==> config.mk <==
export PLATFORM = sky130hd
export DESIGN_NAME = switch_port_control_regs
export DESIGN_NICKNAME = d
export VERILOG_FILES = /design/src/logic/switch_port_control_regs.v
export VERILOG_INCLUDE_DIRS = /design/src /design/src/logic
export SDC_FILE = /design/constraint.sdc
export NUM_CORES = 1
export LEC_CHECK = 0
export BUFFER_PORTS_ARGS = -buffer_cell sky130_fd_sc_hd__buf_2
export CORE_UTILIZATION = 45
export CTS_CLUSTER_SIZE = 16
export DETAILED_ROUTE_END_ITERATION = 6
export PLACE_DENSITY = 0.72
export SYNTH_ARGS = -nofsm -noshare
export SYNTH_HDL_FRONTEND = slang
export SYNTH_SLANG_ARGS = --single-unit
export TNS_END_PERCENT = 30
==> constraint.sdc <==
create_clock -name clk -period 3.8 [get_ports clk]
set_input_delay 0.19 -clock clk [delete_from_list [all_inputs] [get_ports clk]]
set_output_delay 0.19 -clock clk [all_outputs]
set_load 0.01 [all_outputs]
==> src/logic/port_ctrl_defines.vh <==
// Offsets, field positions, reset values and byte counts of the port 1 control registers
// How it works
// Tag insertion: untagged frames get the ingress default tag on egress
// Tag removal: tagged frames lose their tag on egress, untagged untouched
// Multiple queues: four egress queues q0..q3, otherwise one queue
// Ingress VLAN filtering drops frames whose VLAN members exclude this port
// Discard non default VID: drop frames whose VID differs from default VID
// Force flow control overrides auto-negotiation; else negotiated result applies
// Half-duplex back pressure only while its enable bit is set
// Transmit only while transmit enable is set; resets to one
// Accept received frames only while receive enable is set; resets to one
// Learning disable stops source address learning from this port
// Sniffer bit makes this port the destination of monitored frames
// Receive sniff marks every accepted received frame monitored, copy to sniffer
// Transmit sniff marks every transmitted frame monitored, copy to sniffer
// Priority ceiling caps frame priority at default tag user priority
// Port exchanges frames only with ports in its three-bit membership
// Default tag: priority 15:13, CFI 12, VID 11:0 resetting to one
// Default VID used for untagged or null-VID ingress frames and lookup
// Ingress limit mode selects which frame classes are rate counted
// Gap count adds 12 bytes per frame to rate calculations
// Preamble count adds 8 bytes per frame to rate calculations
// Reserved bits read zero and writes to them have no effect
`ifndef PORT_CTRL_DEFINES_VH
`define PORT_CTRL_DEFINES_VH
`define OFS_CONTROL_ONE 8'h6c
`define OFS_CONTROL_TWO 8'h6e
`define OFS_DEFAULT_TAG 8'h70
`define OFS_CONTROL_THREE 8'h72
`define BIT_TAG_INSERT 2
`define BIT_TAG_REMOVE 1
`define BIT_MULTI_QUEUE 0
`define BIT_VLAN_FILTER 14
`define BIT_DROP_NON_DEFAULT 13
`define BIT_FORCE_FLOW 12
`define BIT_BACK_PRESSURE 11
`define BIT_TX_ENABLE 10
`define BIT_RX_ENABLE 9
`define BIT_LEARN_DISABLE 8
`define BIT_SNIFFER 7
`define BIT_RX_SNIFF 6
`define BIT_TX_SNIFF 5
`define BIT_PRIO_CEILING 3
`define MSB_LIMIT_MODE 3
`define LSB_LIMIT_MODE 2
`define BIT_COUNT_GAP 1
`define BIT_COUNT_PREAMBLE 0
`define MASK_CONTROL_ONE 16'h0007
`define MASK_CONTROL_TWO 16'h7fef
`define MASK_DEFAULT_TAG 16'hffff
`define MASK_CONTROL_THREE 16'h000f
`define RST_CONTROL_ONE 16'h0000
`define RST_CONTROL_TWO 16'h0607
`define RST_DEFAULT_TAG 16'h0001
`define RST_CONTROL_THREE 16'h0000
`define MODE_ALL 2'h0
`define MODE_BC_MC_FLOOD 2'h1
`define MODE_BC_MC 2'h2
`define MODE_BC 2'h3
`define GAP_BYTES 12'h00c
`define PREAMBLE_BYTES 12'h008
`define THIS_PORT 3'h1
`endif

==> src/logic/switch_port_control_regs.v <==
// Port 1 control register bank and the per-frame decisions it steers
`timescale 1ns/1ps
`include "port_ctrl_defines.vh"
module switch_port_control_regs (
   input wire clk,
   input wire reset,
   input wire ce,
   input wire [7:0] reg_address,
   input wire reg_write,
   input wire reg_read,
   input wire [1:0] reg_byte_enable,
   input wire [15:0] reg_write_data,
   output reg [15:0] reg_read_data,
   output reg reg_read_valid,
   input wire autoneg_flow_control,
   output reg flow_control_enable,
   output reg back_pressure_enable,
   output reg sniffer_port,
   input wire rx_frame_valid,
   input wire rx_tagged,
   input wire [11:0] rx_vid,
   input wire [2:0] rx_priority,
   input wire [2:0] rx_vlan_members,
   input wire [2:0] rx_destination_ports,
   input wire rx_broadcast,
   input wire rx_multicast,
   input wire rx_flooded,
   input wire [11:0] rx_length,
   output reg rx_result_valid,
   output reg rx_accept,
   output reg rx_learn,
   output reg rx_monitor,
   output reg [11:0] rx_effective_vid,
   output reg [2:0] rx_priority_out,
   output reg [2:0] rx_forward_ports,
   output reg rx_rate_counted,
   output reg [11:0] rx_rate_bytes,
   input wire tx_frame_valid,
   input wire tx_was_tagged,
   input wire [1:0] tx_class,
   input wire [2:0] tx_source_port,
   input wire [11:0] tx_length,
   output reg tx_result_valid,
   output reg tx_allowed,
   output reg tx_insert_tag,
   output reg tx_remove_tag,
   output reg [15:0] tx_tag,
   output reg [1:0] tx_queue,
   output reg tx_monitor,
   output reg [11:0] tx_rate_bytes
);
   reg [15:0] control_one;
   reg [15:0] control_two;
   reg [15:0] default_tag;
   reg [15:0] control_three;
   reg [15:0] next_read_data;
   reg [2:0] next_prio;
   reg next_counted;
   reg next_accept;
   wire [2:0] membership;
   wire [1:0] limit_mode;
   wire [2:0] ceiling;
   wire [11:0] vid_default;

   // Merge a byte-enabled write, keeping only implemented bits
   function [15:0] merge;
      input [15:0] old;
      input [15:0] data;
      input [1:0] be;
      input [15:0] mask;
      reg [15:0] lanes;
      begin
         lanes = {{8{be[1]}}, {8{be[0]}}};
         merge = ((old & ~lanes) | (data & lanes)) & mask;
      end
   endfunction

   // Bytes charged to the rate counters for one frame
   function [11:0] rate_bytes;
      input [11:0] len;
      input gap;
      input pre;
      begin
         rate_bytes = len + (gap ? `GAP_BYTES : 12'h000)
            + (pre ? `PREAMBLE_BYTES : 12'h000);
      end
   endfunction

   assign membership = control_two[2:0];
   assign limit_mode = control_three[`MSB_LIMIT_MODE:`LSB_LIMIT_MODE];
   assign ceiling = default_tag[15:13];
   assign vid_default = default_tag[11:0];

   // Register writes
   always @(posedge clk or posedge reset) begin
      if (reset) begin
         control_one <= `RST_CONTROL_ONE;
         control_two <= `RST_CONTROL_TWO;
         default_tag <= `RST_DEFAULT_TAG;
         control_three <= `RST_CONTROL_THREE;
      end else if (ce && reg_write) begin
         case (reg_address)
            `OFS_CONTROL_ONE: begin
               control_one <= merge(control_one, reg_write_data, reg_byte_enable,
                  `MASK_CONTROL_ONE);
            end
            `OFS_CONTROL_TWO: begin
               control_two <= merge(control_two, reg_write_data, reg_byte_enable,
                  `MASK_CONTROL_TWO);
            end
            `OFS_DEFAULT_TAG: begin
               default_tag <= merge(default_tag, reg_write_data, reg_byte_enable,
                  `MASK_DEFAULT_TAG);
            end
            `OFS_CONTROL_THREE: begin
               control_three <= merge(control_three, reg_write_data, reg_byte_enable,
                  `MASK_CONTROL_THREE);
            end
            default: begin
            end
         endcase
      end
   end

   // Read mux; unmapped addresses read zero
   always @* begin
      case (reg_address)
         `OFS_CONTROL_ONE: next_read_data = control_one;
         `OFS_CONTROL_TWO: next_read_data = control_two;
         `OFS_DEFAULT_TAG: next_read_data = default_tag;
         `OFS_CONTROL_THREE: next_read_data = control_three;
         default: next_read_data = 16'h0000;
      endcase
   end

   always @(posedge clk or posedge reset) begin
      if (reset) begin
         reg_read_data <= 16'h0000;
         reg_read_valid <= 1'b0;
      end else if (ce) begin
         reg_read_valid <= reg_read;
         if (reg_read) begin
            reg_read_data <= next_read_data;
         end
      end
   end

   // Port level controls
   always @(posedge clk or posedge reset) begin
      if (reset) begin
         flow_control_enable <= 1'b0;
         back_pressure_enable <= 1'b0;
         sniffer_port <= 1'b0;
      end else if (ce) begin
         flow_control_enable <= control_two[`BIT_FORCE_FLOW] | autoneg_flow_control;
         back_pressure_enable <= control_two[`BIT_BACK_PRESSURE];
         sniffer_port <= control_two[`BIT_SNIFFER];
      end
   end

   // Ingress classification
   always @* begin
      next_accept = control_two[`BIT_RX_ENABLE];
      if (control_two[`BIT_VLAN_FILTER] && ((rx_vlan_members & `THIS_PORT) == 3'h0)) begin
         next_accept = 1'b0;
      end
      if (control_two[`BIT_DROP_NON_DEFAULT] && rx_tagged && rx_vid != vid_default) begin
         next_accept = 1'b0;
      end
      next_prio = rx_priority;
      if (control_two[`BIT_PRIO_CEILING] && rx_priority > ceiling) begin
         next_prio = ceiling;
      end
      case (limit_mode)
         `MODE_ALL: next_counted = 1'b1;
         `MODE_BC_MC_FLOOD: next_counted = rx_broadcast | rx_multicast | rx_flooded;
         `MODE_BC_MC: next_counted = rx_broadcast | rx_multicast;
         `MODE_BC: next_counted = rx_broadcast;
         default: next_counted = 1'b1;
      endcase
   end

   always @(posedge clk or posedge reset) begin
      if (reset) begin
         rx_result_valid <= 1'b0;
         rx_accept <= 1'b0;
         rx_learn <= 1'b0;
         rx_monitor <= 1'b0;
         rx_effective_vid <= 12'h000;
         rx_priority_out <= 3'h0;
         rx_forward_ports <= 3'h0;
         rx_rate_counted <= 1'b0;
         rx_rate_bytes <= 12'h000;
      end else if (ce) begin
         rx_result_valid <= rx_frame_valid;
         if (rx_frame_valid) begin
            rx_accept <= next_accept;
            rx_learn <= next_accept & ~control_two[`BIT_LEARN_DISABLE];
            rx_monitor <= next_accept & control_two[`BIT_RX_SNIFF];
            rx_effective_vid <= (!rx_tagged || rx_vid == 12'h000) ? vid_default
               : rx_vid;
            rx_priority_out <= next_prio;
            rx_forward_ports <= next_accept ? (rx_destination_ports & membership)
               : 3'h0;
            rx_rate_counted <= next_counted;
            rx_rate_bytes <= rate_bytes(rx_length, control_three[`BIT_COUNT_GAP],
               control_three[`BIT_COUNT_PREAMBLE]);
         end
      end
   end

   // Egress handling
   always @(posedge clk or posedge reset) begin
      if (reset) begin
         tx_result_valid <= 1'b0;
         tx_allowed <= 1'b0;
         tx_insert_tag <= 1'b0;
         tx_remove_tag <= 1'b0;
         tx_tag <= 16'h0000;
         tx_queue <= 2'h0;
         tx_monitor <= 1'b0;
         tx_rate_bytes <= 12'h000;
      end else if (ce) begin
         tx_result_valid <= tx_frame_valid;
         if (tx_frame_valid) begin
            tx_allowed <= control_two[`BIT_TX_ENABLE]
               & ((tx_source_port & membership) != 3'h0);
            tx_insert_tag <= control_one[`BIT_TAG_INSERT] & ~tx_was_tagged;
            tx_remove_tag <= control_one[`BIT_TAG_REMOVE] & tx_was_tagged;
            tx_tag <= default_tag;
            tx_queue <= control_one[`BIT_MULTI_QUEUE] ? tx_class : 2'h0;
            tx_monitor <= control_two[`BIT_TX_ENABLE] & control_two[`BIT_TX_SNIFF];
            tx_rate_bytes <= rate_bytes(tx_length, control_three[`BIT_COUNT_GAP],
               control_three[`BIT_COUNT_PREAMBLE]);
         end
      end
   end
endmodule

* After elaboration in Yosys (flattened, before gate mapping)
Index checks and enable logic that the tools add are counted.
** Word-level totals
- Bits in registers :: 127
** Cells by class
- $add $sub $neg :: 4
- Order comparisons :: 1
- Equal/unequal tests :: 8
- Muxes and demuxes :: 10
- Bitwise operators :: 23
- Reductions and logical operators :: 18
** Operators with widths (number)
- 16-bit case mux with 4 select lines :: 1
- 16-bit bitwise AND :: 2
- 8-bit by 7-bit == test with 1-bit output (second input constant) :: 4
- 12-bit adder :: 2
- 12-bit by 4-bit adder with 12-bit output :: 2
- 16-bit inverter :: 1
- 16-bit bitwise OR :: 1
- 15-bit bitwise AND :: 1
- 15-bit bitwise OR :: 1
- 2-bit AND reduction :: 7
- 12-bit zero test :: 1
- 12-bit 2-to-1 mux :: 1
- 12-bit inequality test :: 1
- 3-bit bitwise AND :: 3
- 4-bit 2-to-1 mux :: 2
- 1-bit bitwise AND :: 6
- 3-bit 2-to-1 mux :: 2
- 1-bit logical AND :: 5
- 4-bit bitwise AND :: 1
- 2-bit == test (second input constant) :: 2
- 4-bit bitwise OR :: 1
- 1-bit case mux with 4 select lines :: 1
- 3-bit greater-than comparator :: 1
- 3-bit zero test :: 1
- other kinds (10) :: 14

* Logic depth before layout (Yosys ltp)
Gate-level depths: netlist of run 1.
- Depth in word-level cells :: 5
- Mapped depth :: 9

* Worst setup path before layout of run 1
No wires, ideal clock.
- Path type :: reg-to-reg
- Start point :: reg with a tool-made name
- End point :: reg rx_rate_bytes[11]
- Data arrival time :: 1.913 ns
- Slack :: 1.753 ns
- Stages on the path, launching flop included :: 10
- Cells stage by stage :: dfrtp_1 -> inv_1 -> fa_1 -> inv_1 -> ha_1 -> fa_1 -> nand2_1 -> nor3_1 -> xnor2_1 -> o21ai_0
** RTL lines
- to (signal assigned) :: line switch_port_control_regs.v:206 : rx_rate_bytes <= rate_bytes(rx_length, control_three[`BIT_COUNT_GAP],
- to (decl) :: line switch_port_control_regs.v:37 : output reg [11:0] rx_rate_bytes,

==> results.py, run 1 <==
metrics = {
    "status": {
        "status": "finished clean",
    },
    "setup_path": {
        "cp.arrival_ns": 2.50,
        "crit_fanout": 5,
        "critPathRequiredTime_ns": 4.05,
        "cp-start-kind": "flip-flop",
        "worstSetupPathType": "reg2reg",
        "r2r_cells": 9,
        "endpoint_kind": "flip-flop",
    },
    "min_path": {
        "min_from": "tx_length[1]",
        "holdPathStages": 2,
        "hp-class": "in2reg",
    },
    "sta": {
        "hold_viol": 0,
        "holdWs_ns": 0.0207,
        "final.period_utilization_pct": 59.1,
        "worst_pin_slew_ns": 1.14,
        "rsz0062_at_grt": "false",
        "fin_ws_ns": 1.55,
        "slew_headroom_pct": 23.7,
        "finalSetupViolations": 0,
        "fin_skew_ns": 0.00741,
        "max_freq_mhz": 445,
        "fin_tns_setup_ns": 0,
        "finalMaxSlewViolations": 0,
        "fin_crit_ns": 2.25,
    },
    "global_routing": {
        "grt_first_pass_wirelength_um": 24600,
        "grt_use_total_pct": 24.8,
        "grt_overflow_total": 0,
        "antenna_found_initial": 0,
        "grt_max_degree": 69,
        "grt_pass1_vias": 4721,
    },
    "flow_run": {
        "maxCapViolations": 0,
    },
    "detailed_routing": {
        "wl_per_cell_um": 17.4,
        "wl_um": 15600,
        "drc": 0,
        "vias_per_cell": 5.27,
        "drtIter0Drc": 276,
        "drtPass1Iterations": 4,
        "antenna_left": 0,
        "vias": 4727,
    },
    "synthesis": {
        "ys_warn_count": 0,
        "synth_top_family_by_area": "simple AND/OR/NAND/NOR gates",
        "netlist_area_um2": 5840,
        "ys_types": 45,
        "synthSimpleGateAreaFrac_pct": 14.2,
        "synthFlopType": "dfrtp_1",
        "synth_compound_area_share_pct": 9.60,
        "synthXorXnorAreaFrac_pct": 3.90,
        "netlist_instances": 527,
        "synth-adder-area-share_pct": 3.30,
        "async_flop_share_pct": 100,
        "syn-num-nets": 629,
        "synth_area_per_cell_um2": 11.1,
        "synth_edf_count": 0,
        "yosys-mux-area-fraction_pct": 12.0,
        "synth_seq_cells": 127,
        "yosysSeqAreaShare_pct": 54.5,
    },
    "clock_tree": {
        "clk_pin_slew_ns": 0.06,
        "clock_sinks": 127,
        "clk_latency_ns": 0.42,
        "numCtsBuffers": 17,
        "postCtsHoldBufs": 7,
        "cts_tree": "yes",
        "cts_setup_buffers": 0,
        "clock_path_buffers": 2,
        "cts_resized": 0,
        "cts-root-buf": "clkbuf_16",
        "htreeDepth": 4,
    },
    "floorplan": {
        "placementRows": 41,
        "dieArea_um2": 13400,
        "core_um2": 12600,
        "fp.dieH_um": 116,
        "start_util_pct": 46.3,
        "ios": 179,
        "die_x_um": 116,
    },
    "placed_design": {
        "io_buffers": 176,
        "place_congestion": 0.824,
        "postPlaceCellArea_um2": 6890,
        "dp_hpwl_um": 11100,
        "place_ws_ns": 1.54,
    },
    "final_layout": {
        "area_delta_synth_final_pct": 30.4,
        "nets": 814,
        "final_area_um2": 7610,
        "utilization_pct": 60.3,
        "diodes": 0,
        "drive_above_1_share_pct": 39.7,
    },
    "pwr": {
        "ir_drop_mv": 0.307,
        "total_leakage_power_uw": 0.00383,
        "powerDensity_nw_per_um2": 472,
    },
}
==> worst max-delay path: stages, from the launching register on <==
cell and delay, ns:
dfrtp_1 0.42, inv_1 0.10, fa_1 0.48, inv_1 0.04
ha_1 0.21, fa_1 0.43, nand2_1 0.11, nor3_1 0.07
xnor2_1 0.13, o21ai_0 0.09
==> power breakdown <==
part           internal (µW)  total [µW]  switching (µW)
sequential              1420        1470            40.9
combinational            151         351             200
clock                   1180        1780             599
==> per-layer routing <==
metal	track usage (%)	vias to the layer above	share of wire (%)
met4	8.38	0	1.4
met2	42.4	160	50
met1	30.5	2321	42
met5	0	-	0
met3	6.38	19	6.6
li1	-	2227	-
==> cells in the final DEF (no fill, tap or decap), types with 7 or more instances in the layout <==
cell type / synthesis / routed
xnor2_1: 22 / 22
a22oi_1: 12 / 12
nor2_1: 10 / 10
dlygate4sd3_1: 0 / 7
mux2_2: 62 / 62
buf_2: 4 / 176
ha_1: 9 / 9
and3_1: 9 / 9
nand3_1: 18 / 18
inv_1: 16 / 15
o21ai_0: 49 / 49
dfrtp_1: 121 / 121
a21oi_1: 8 / 8
clkbuf_16: 0 / 17
nand2_1: 100 / 99
==> cell usage after synthesis, types with 2 or more instances <==
master / instances / area share, %
dfrtp_1: 121 / 52
nand2_1: 100 / 6.4
mux2_2: 62 / 12
o21ai_0: 49 / 4.2
xnor2_1: 22 / 3.3
nand3_1: 18 / 1.5
clkbuf_1: 16 / 1.0
inv_1: 16 / 1.0
a22oi_1: 12 / 1.5
nor2_1: 10 / 0.64
and3_1: 9 / 0.96
ha_1: 9 / 1.9
a21oi_1: 8 / 0.69
a221o_1: 6 / 1.0
dfstp_2: 6 / 2.7
nand4_1: 6 / 0.64
buf_2: 4 / 0.34
fa_1: 4 / 1.4
xor2_1: 4 / 0.60
a211o_1: 3 / 0.45
a221oi_1: 3 / 0.45
a31oi_1: 3 / 0.32
nand2b_1: 3 / 0.32
nor2b_1: 3 / 0.32
nor3_1: 3 / 0.26
nor4_1: 3 / 0.32
nor4bb_1: 3 / 0.51
buf_1: 2 / 0.13
nand4b_1: 2 / 0.30
nor3_2: 2 / 0.34
==> stage by stage <==
step	instances	power (µW)
floorplan	527	1660
global placement	858	1820
detailed placement	858	1840
CTS	897	3630
global route	897	3730
finish	897	3600
==> cell families after synthesis <==
family / after synthesis
AND/OR/NAND/NOR: 171
flip-flops: 127
AO/OA/AOI/OAI: 90
multiplexers: 62
buffers and inverters: 38
XOR/XNOR: 26
adder cells (fa/ha/maj): 13
==> final cells by class <==
class                           count  area, µm²
Fill cell                        1079       5000
Sequential cell                   127       3190
Multi-Input combinational cell    362       2510
Timing Repair Buffer              188        988
Clock buffer                       19        443
Tap cell                          172        215
Clock inverter                     13        210
Inverter                           16       62.6
==> final timing paths <==
kind | to | slack, ns
hold / removal | tx_rate_bytes[1] | 0.02
min in group asynchronous | asynchronous set/reset pin | 0.49
hold reg to reg | tx_rate_bytes[10] | 0.47
max in group asynchronous | tx_rate_bytes[1] | 2.27
setup / recovery | tx_rate_bytes[11] | 1.55
setup reg to reg | tx_rate_bytes[11] | 1.55
No activity file was read; power rests on OpenSTA's default activity.
==> run 2, diff against run 1 <==
--- a/config.mk
+++ b/config.mk
@@ -10,7 +10,7 @@
 export CORE_UTILIZATION = 45
 export CTS_CLUSTER_SIZE = 16
 export DETAILED_ROUTE_END_ITERATION = 6
-export PLACE_DENSITY = 0.72
+export PLACE_DENSITY = 0.69
 export SYNTH_ARGS = -nofsm -noshare
 export SYNTH_HDL_FRONTEND = slang
 export SYNTH_SLANG_ARGS = --single-unit
==> constraint.sdc (replaced) <==
create_clock -name clk -period 2.34 [get_ports clk]
set_input_delay 0.117 -clock clk [delete_from_list [all_inputs] [get_ports clk]]
set_output_delay 0.117 -clock clk [all_outputs]
set_load 0.01 [all_outputs]
==> run 2 against run 1 <==
Effect of this change: sequential share of layout area is 1.8 points lower; largest cell class unchanged; worst hold slack worse by 0.011 ns; register-to-register slack worse by 1.4 ns; sequential power is 62% higher; combinational power is 77% higher; critical endpoint is now rx_rate_bytes[11].
==> results.py, run 2 (same netlist as run 1, synthesis figures left out) <==
metrics = {
    "status": {
        "status": "finished clean",
    },
    "detailed_routing": {
        "antenna_left": 0,
        "wl_per_cell_um": 16.8,
        "drc": 0,
        "drtPass1Iterations": 4,
        "drtIter0Drc": 355,
        "wl_um": 15800,
        "vias_per_cell": 5.22,
        "vias": 4901,
    },
    "sta": {
        "hold_viol": 0,
        "rsz0062_at_grt": "false",
        "fin_skew_ns": 0.0157,
        "max_freq_mhz": 457,
        "slew_headroom_pct": 51.7,
        "finalSetupViolations": 0,
        "fin_crit_ns": 2.19,
        "final.period_utilization_pct": 93.4,
        "fin_tns_setup_ns": 0,
        "worst_pin_slew_ns": 0.725,
        "holdWs_ns": 0.00947,
        "finalMaxSlewViolations": 0,
    },
    "min_path": {
        "hp-class": "in2reg",
    },
    "setup_path": {
        "cp_cell_sequence": "inv_1, fa_1, inv_1, ha_1, fa_2, nand2_1, nor3_1, xnor2_1, o21ai_0",
        "r2r_end": "rx_rate_bytes[11]",
        "endpoint": "rx_rate_bytes[11]",
        "cp_slowest_cell": "fa_1",
        "cp-start-kind": "flip-flop",
        "cp.arrival_ns": 2.51,
        "path_depth": 9,
        "reg2reg_slack_ns": 0.15,
        "endpoint_kind": "flip-flop",
        "path_buf_inv": 2,
        "worstSetupPathType": "reg2reg",
        "critPathRequiredTime_ns": 2.66,
        "crit_fanout": 3,
        "r2r_cells": 9,
        "cpPeakStageDelay_ns": 0.50,
        "path_common_cell": "inv_1",
        "path_delay_family": "adder cells",
    },
    "global_routing": {
        "grt_use_total_pct": 24.7,
        "grt_first_pass_wirelength_um": 24800,
        "grt_max_degree": 128,
        "grt_overflow_total": 0,
        "grt_pass1_vias": 4901,
        "antenna_found_initial": 0,
    },
    "pwr": {
        "pwr-share-comb_pct": 11.2,
        "powerDensity_nw_per_um2": 699,
        "ir_drop_mv": 0.458,
        "total_leakage_power_uw": 0.00398,
        "finalPower_uw": 5560,
        "p_seq_share_pct": 42.8,
        "switching_share_pct": 23.9,
        "switchingPower_uw": 1330,
        "p_int_uw": 4230,
        "pwr-share-clk_pct": 46.0,
    },
    "clock_tree": {
        "clk_latency_ns": 0.42,
        "cts-root-buf": "clkbuf_16",
        "numCtsBuffers": 17,
        "clock_path_buffers": 2,
        "clock_sinks": 127,
        "clk_pin_slew_ns": 0.06,
        "htreeDepth": 4,
        "cts_tree": "yes",
    },
    "floorplan": {
        "fp.dieH_um": 116,
        "placementRows": 41,
        "dieArea_um2": 13400,
        "core_um2": 12600,
        "start_util_pct": 46.3,
        "die_x_um": 116,
        "ios": 179,
    },
    "final_layout": {
        "drive_above_1_share_pct": 38.5,
        "final_cell_mix": "176 x buf_2, 121 x dfrtp_1, 99 x nand2_1",
        "area_delta_synth_final_pct": 36.1,
        "diodes": 0,
        "nets": 855,
        "final_common_cell": "buf_2",
    },
    "placed_design": {
        "io_buffers": 176,
        "place_congestion": 0.834,
        "dp_hpwl_um": 11100,
    },
    "flow_run": {
        "maxCapViolations": 0,
    },
}
==> run 2: changes by cell type in the layout (fill, tap and decap cells not counted), sizes merged <==
cell	before	now
dlygate4sd3	7	40
buf	181	189
clkbuf	19	27
bufinv	5	1
clkinvlp	5	3
inv	17	15
==> run 2: how the worst min path moves through the flow <==
stage	startpoint	to	depth (start not counted)
floorplan	rx_length[0]	rx_rate_bytes[0]	2
detailed placement	rx_length[0]	rx_rate_bytes[0]	3
global placement	rx_length[1]	rx_rate_bytes[1]	3
CTS	rx_priority[2]	rx_priority_out[2]	3
finish	rx_priority[2]	rx_priority_out[2]	3
global route	rx_priority[2]	rx_priority_out[2]	3
==> run 2: timing repair <==
item / in CTS / in global routing
buffers inserted: 0 / 0
hold buffers: 40 / 0
setup endpoints to repair: 0 / 3
resized for setup: 0 / 2
endpoints found under the hold margin: 179 / 0
==> run 2: power by group through the flow <==
stage / logic (µW) / clock network [µW] / registers (µW)
floorplan: 238 / 0 / 2460
global placement: 556 / 0 / 2410
detailed placement: 570 / 0 / 2420
CTS: 624 / 2590 / 2380
global route: 688 / 2690 / 2390
finish: 621 / 2560 / 2380
==> run 2: routing by layer <==
| metal | wire length [µm] | part of all wire, % | track usage [%] | vias up |
|---|---|---|---|---|
| met1 | 6900 | 44 | 31.9 | 2381 |
| met4 | 222 | 1.4 | 7.52 | 0 |
| met5 | 0 | 0 | 0 | - |
| met3 | 955 | 6.1 | 6.12 | 23 |
| met2 | 7680 | 49 | 41.2 | 189 |
| li1 | - | - | - | 2308 |
==> run 2: per-stage QoR <==
step	instances	instance area [µm²]	util, %	setup WS, ns
2_1_floorplan	527	5840	-	0.293
3_3_place_gp	866	6970	55.2	0.201
3_5_place_dp	866	6970	55.2	0.108
4_1_cts	938	7940	62.9	0.0805
5_1_grt	938	7950	63.0	0.000285
6_report	938	7950	63.0	0.154
==> run 2: worst min-delay path, cell delays in order <==
cell,delay (ns)
buf_2,0.11
o21ai_0,0.08
a31oi_1,0.09
==> run 2: cell type report <==
cell class              instances  area (µm²)
multi-input cells             362        2510
fillers                      1066        4670
well taps                     172         215
clock buffers                  27         523
inverters                      16        63.8
clock inverters                 5        55.1
flip-flops and latches        127        3190
repair buffers                229        1390
==> run 3, diff against run 2 <==
--- a/config.mk
+++ b/config.mk
@@ -7,10 +7,10 @@
 export NUM_CORES = 1
 export LEC_CHECK = 0
 export BUFFER_PORTS_ARGS = -buffer_cell sky130_fd_sc_hd__buf_2
-export CORE_UTILIZATION = 45
+export CORE_UTILIZATION = 52
 export CTS_CLUSTER_SIZE = 16
 export DETAILED_ROUTE_END_ITERATION = 6
-export PLACE_DENSITY = 0.69
+export PLACE_DENSITY = 0.79
 export SYNTH_ARGS = -nofsm -noshare
 export SYNTH_HDL_FRONTEND = slang
 export SYNTH_SLANG_ARGS = --single-unit
==> constraint.sdc (replaced) <==
create_clock -name clk -period 2.3 [get_ports clk]
set_input_delay 0.115 -clock clk [delete_from_list [all_inputs] [get_ports clk]]
set_output_delay 0.115 -clock clk [all_outputs]
set_load 0.01 [all_outputs]
==> run 3 against run 2 <==
Effect of this change: combinational power up 8.5%; first-iteration DRC count increased by 3.7%; worst hold slack gained 0.031 ns; clock-buffer cell count fell by 9; via count rose by 6.1%; global-route usage rose by 5.8 points; die area is 13% lower; clock power up 9.8%; sequential share of layout area fell by 1.1 points; critical path depth unchanged; total power up 6.2%; sequential power is 2% higher; critical endpoint unchanged; largest cell class unchanged; highest routed layer unchanged.
==> results.py, run 3 (same netlist as run 1, synthesis figures left out) <==
metrics = {
    "floorplan": {
        "placementRows": 38,
        "ios": 179,
        "fp.dieH_um": 108,
        "die_x_um": 108,
        "start_util_pct": 53.6,
        "dieArea_um2": 11700,
        "core_um2": 10900,
    },
    "clock_tree": {
        "clock_path_buffers": 2,
        "clk_pin_slew_ns": 0.06,
        "htreeDepth": 4,
        "clk_latency_ns": 0.53,
        "numCtsBuffers": 17,
        "cts-root-buf": "clkbuf_8",
        "cts_setup_buffers": 0,
        "cts_tree": "yes",
        "clock_sinks": 127,
    },
    "placed_design": {
        "io_buffers": 176,
        "dp_hpwl_um": 11100,
        "place_congestion": 0.898,
    },
    "sta": {
        "finalMaxSlewViolations": 0,
        "rsz0062_at_grt": "false",
        "max_freq_mhz": 465,
        "worst_pin_slew_ns": 0.744,
        "final.period_utilization_pct": 93.5,
        "fin_skew_ns": 0.0121,
        "fin_tns_setup_ns": 0,
        "holdWs_ns": 0.0407,
        "hold_viol": 0,
        "slew_headroom_pct": 50.4,
        "fin_crit_ns": 2.15,
        "finalSetupViolations": 0,
    },
    "final_layout": {
        "nets": 877,
        "fillers": 747,
        "diodes": 0,
        "final_cell_mix": "176 x buf_2, 121 x dfrtp_1, 99 x nand2_1",
        "seq_area_um2": 3190,
        "area_delta_synth_final_pct": 40.0,
        "multi_input_area_um2": 2510,
        "drive_above_1_share_pct": 37.9,
        "final_common_cell": "buf_2",
        "utilization_pct": 75.1,
    },
    "setup_path": {
        "critPathRequiredTime_ns": 2.74,
        "crit_fanout": 3,
        "cp.arrival_ns": 2.59,
        "worstSetupPathType": "reg2reg",
        "endpoint_kind": "flip-flop",
        "cp-start-kind": "flip-flop",
    },
    "detailed_routing": {
        "antenna_left": 0,
        "vias": 5202,
        "drtPass1Iterations": 5,
        "wl_um": 16900,
        "vias_per_cell": 5.61,
        "drtIter0Drc": 368,
        "drc": 0,
        "wl_per_cell_um": 18.2,
    },
    "global_routing": {
        "grt_use_total_pct": 30.5,
        "grt_overflow_total": 0,
        "antenna_found_initial": 0,
        "grt_first_pass_wirelength_um": 26600,
        "grt_max_degree": 128,
        "grt_pass1_vias": 5347,
    },
    "pwr": {
        "pwr-share-comb_pct": 11.4,
        "p_int_uw": 4460,
        "switching_share_pct": 24.5,
        "switchingPower_uw": 1450,
        "p_seq_share_pct": 41.1,
        "pwr-share-clk_pct": 47.5,
        "powerDensity_nw_per_um2": 722,
        "total_leakage_power_uw": 0.00410,
        "ir_drop_mv": 0.644,
    },
    "flow_run": {
        "maxCapViolations": 0,
    },
    "status": {
        "status": "finished clean",
    },
    "min_path": {
        "hp-class": "in2reg",
    },
}
[run 3: changes by cell type in the layout (fill, tap and decap cells not counted), sizes merged]
cell,previous run,this run
dlygate4sd3,40,62
clkbuf,27,18
bufinv,1,4
clkinv,2,5
clkinvlp,3,4
inv,15,16
[run 3: timing repair]
action	4_1_cts	5_1_grt
gates resized for setup	0	4
hold buffers	62	0
hold endpoints to repair	206	0
setup endpoints to repair	0	4
[run 3: per-layer routing]
metal / track usage (%) / share of wire, % / vias to the layer above / routed length (µm)
met1: 36.4 / 40 / 2569 / 6840
met2: 51.7 / 50 / 236 / 8400
met4: 13.2 / 3.3 / 0 / 551
met5: 0 / 0 / - / 0
met3: 8.44 / 6.6 / 45 / 1110
li1: - / - / 2352 / -
[run 3: power groups by stage]
stage,combinational [µW],sequential [µW],clock [µW]
finish,674,2420,2810
global route,741,2440,2920
CTS,668,2420,2840
detailed placement,581,2460,0
global placement,563,2450,0
floorplan,242,2500,0
[run 3: final timing paths]
path                       cells past startpoint                    endpoint  slack, ns      start
hold / removal                                 3         rx_effective_vid[7]       0.04  rx_tagged
setup reg to reg                               9           rx_rate_bytes[11]       0.15  flip-flop
hold reg to reg                                2                   rx_accept       0.48  rx_accept
max in group asynchronous                      4  asynchronous set/reset pin       1.40      reset
setup / recovery                               9           rx_rate_bytes[11]       0.15  flip-flop
min in group asynchronous                      4            tx_rate_bytes[1]       0.29      reset
[run 3: cell type report]
class                   instances  share of cell area (%)
multi-input cells             362                    30.7
clock inverters                13                    2.29
inverters                      16                   0.780
repair buffers                251                    19.9
flip-flops and latches        127                    38.9
well taps                     140                    2.14
clock buffers                  18                    5.23
[run 3: stage by stage]
stage	area [µm²]	total power [µW]	setup WS, ns	std cells
floorplan	5840	2750	0.253	527
global placement	6940	3020	0.162	834
detailed placement	6940	3040	0.0619	834
CTS	8170	5930	0.0671	927
global route	8180	6100	0.0238	927
finish	8180	5900	0.149	927
[run 3: critical path: stages (launching register included)]
cell and delay, ns:
dfrtp_1 0.38, inv_1 0.10, fa_1 0.51, inv_1 0.04, ha_1 0.22, fa_2 0.38, nand2_1 0.10, nor3_1 0.06
xnor2_1 0.12, o21ai_0 0.16
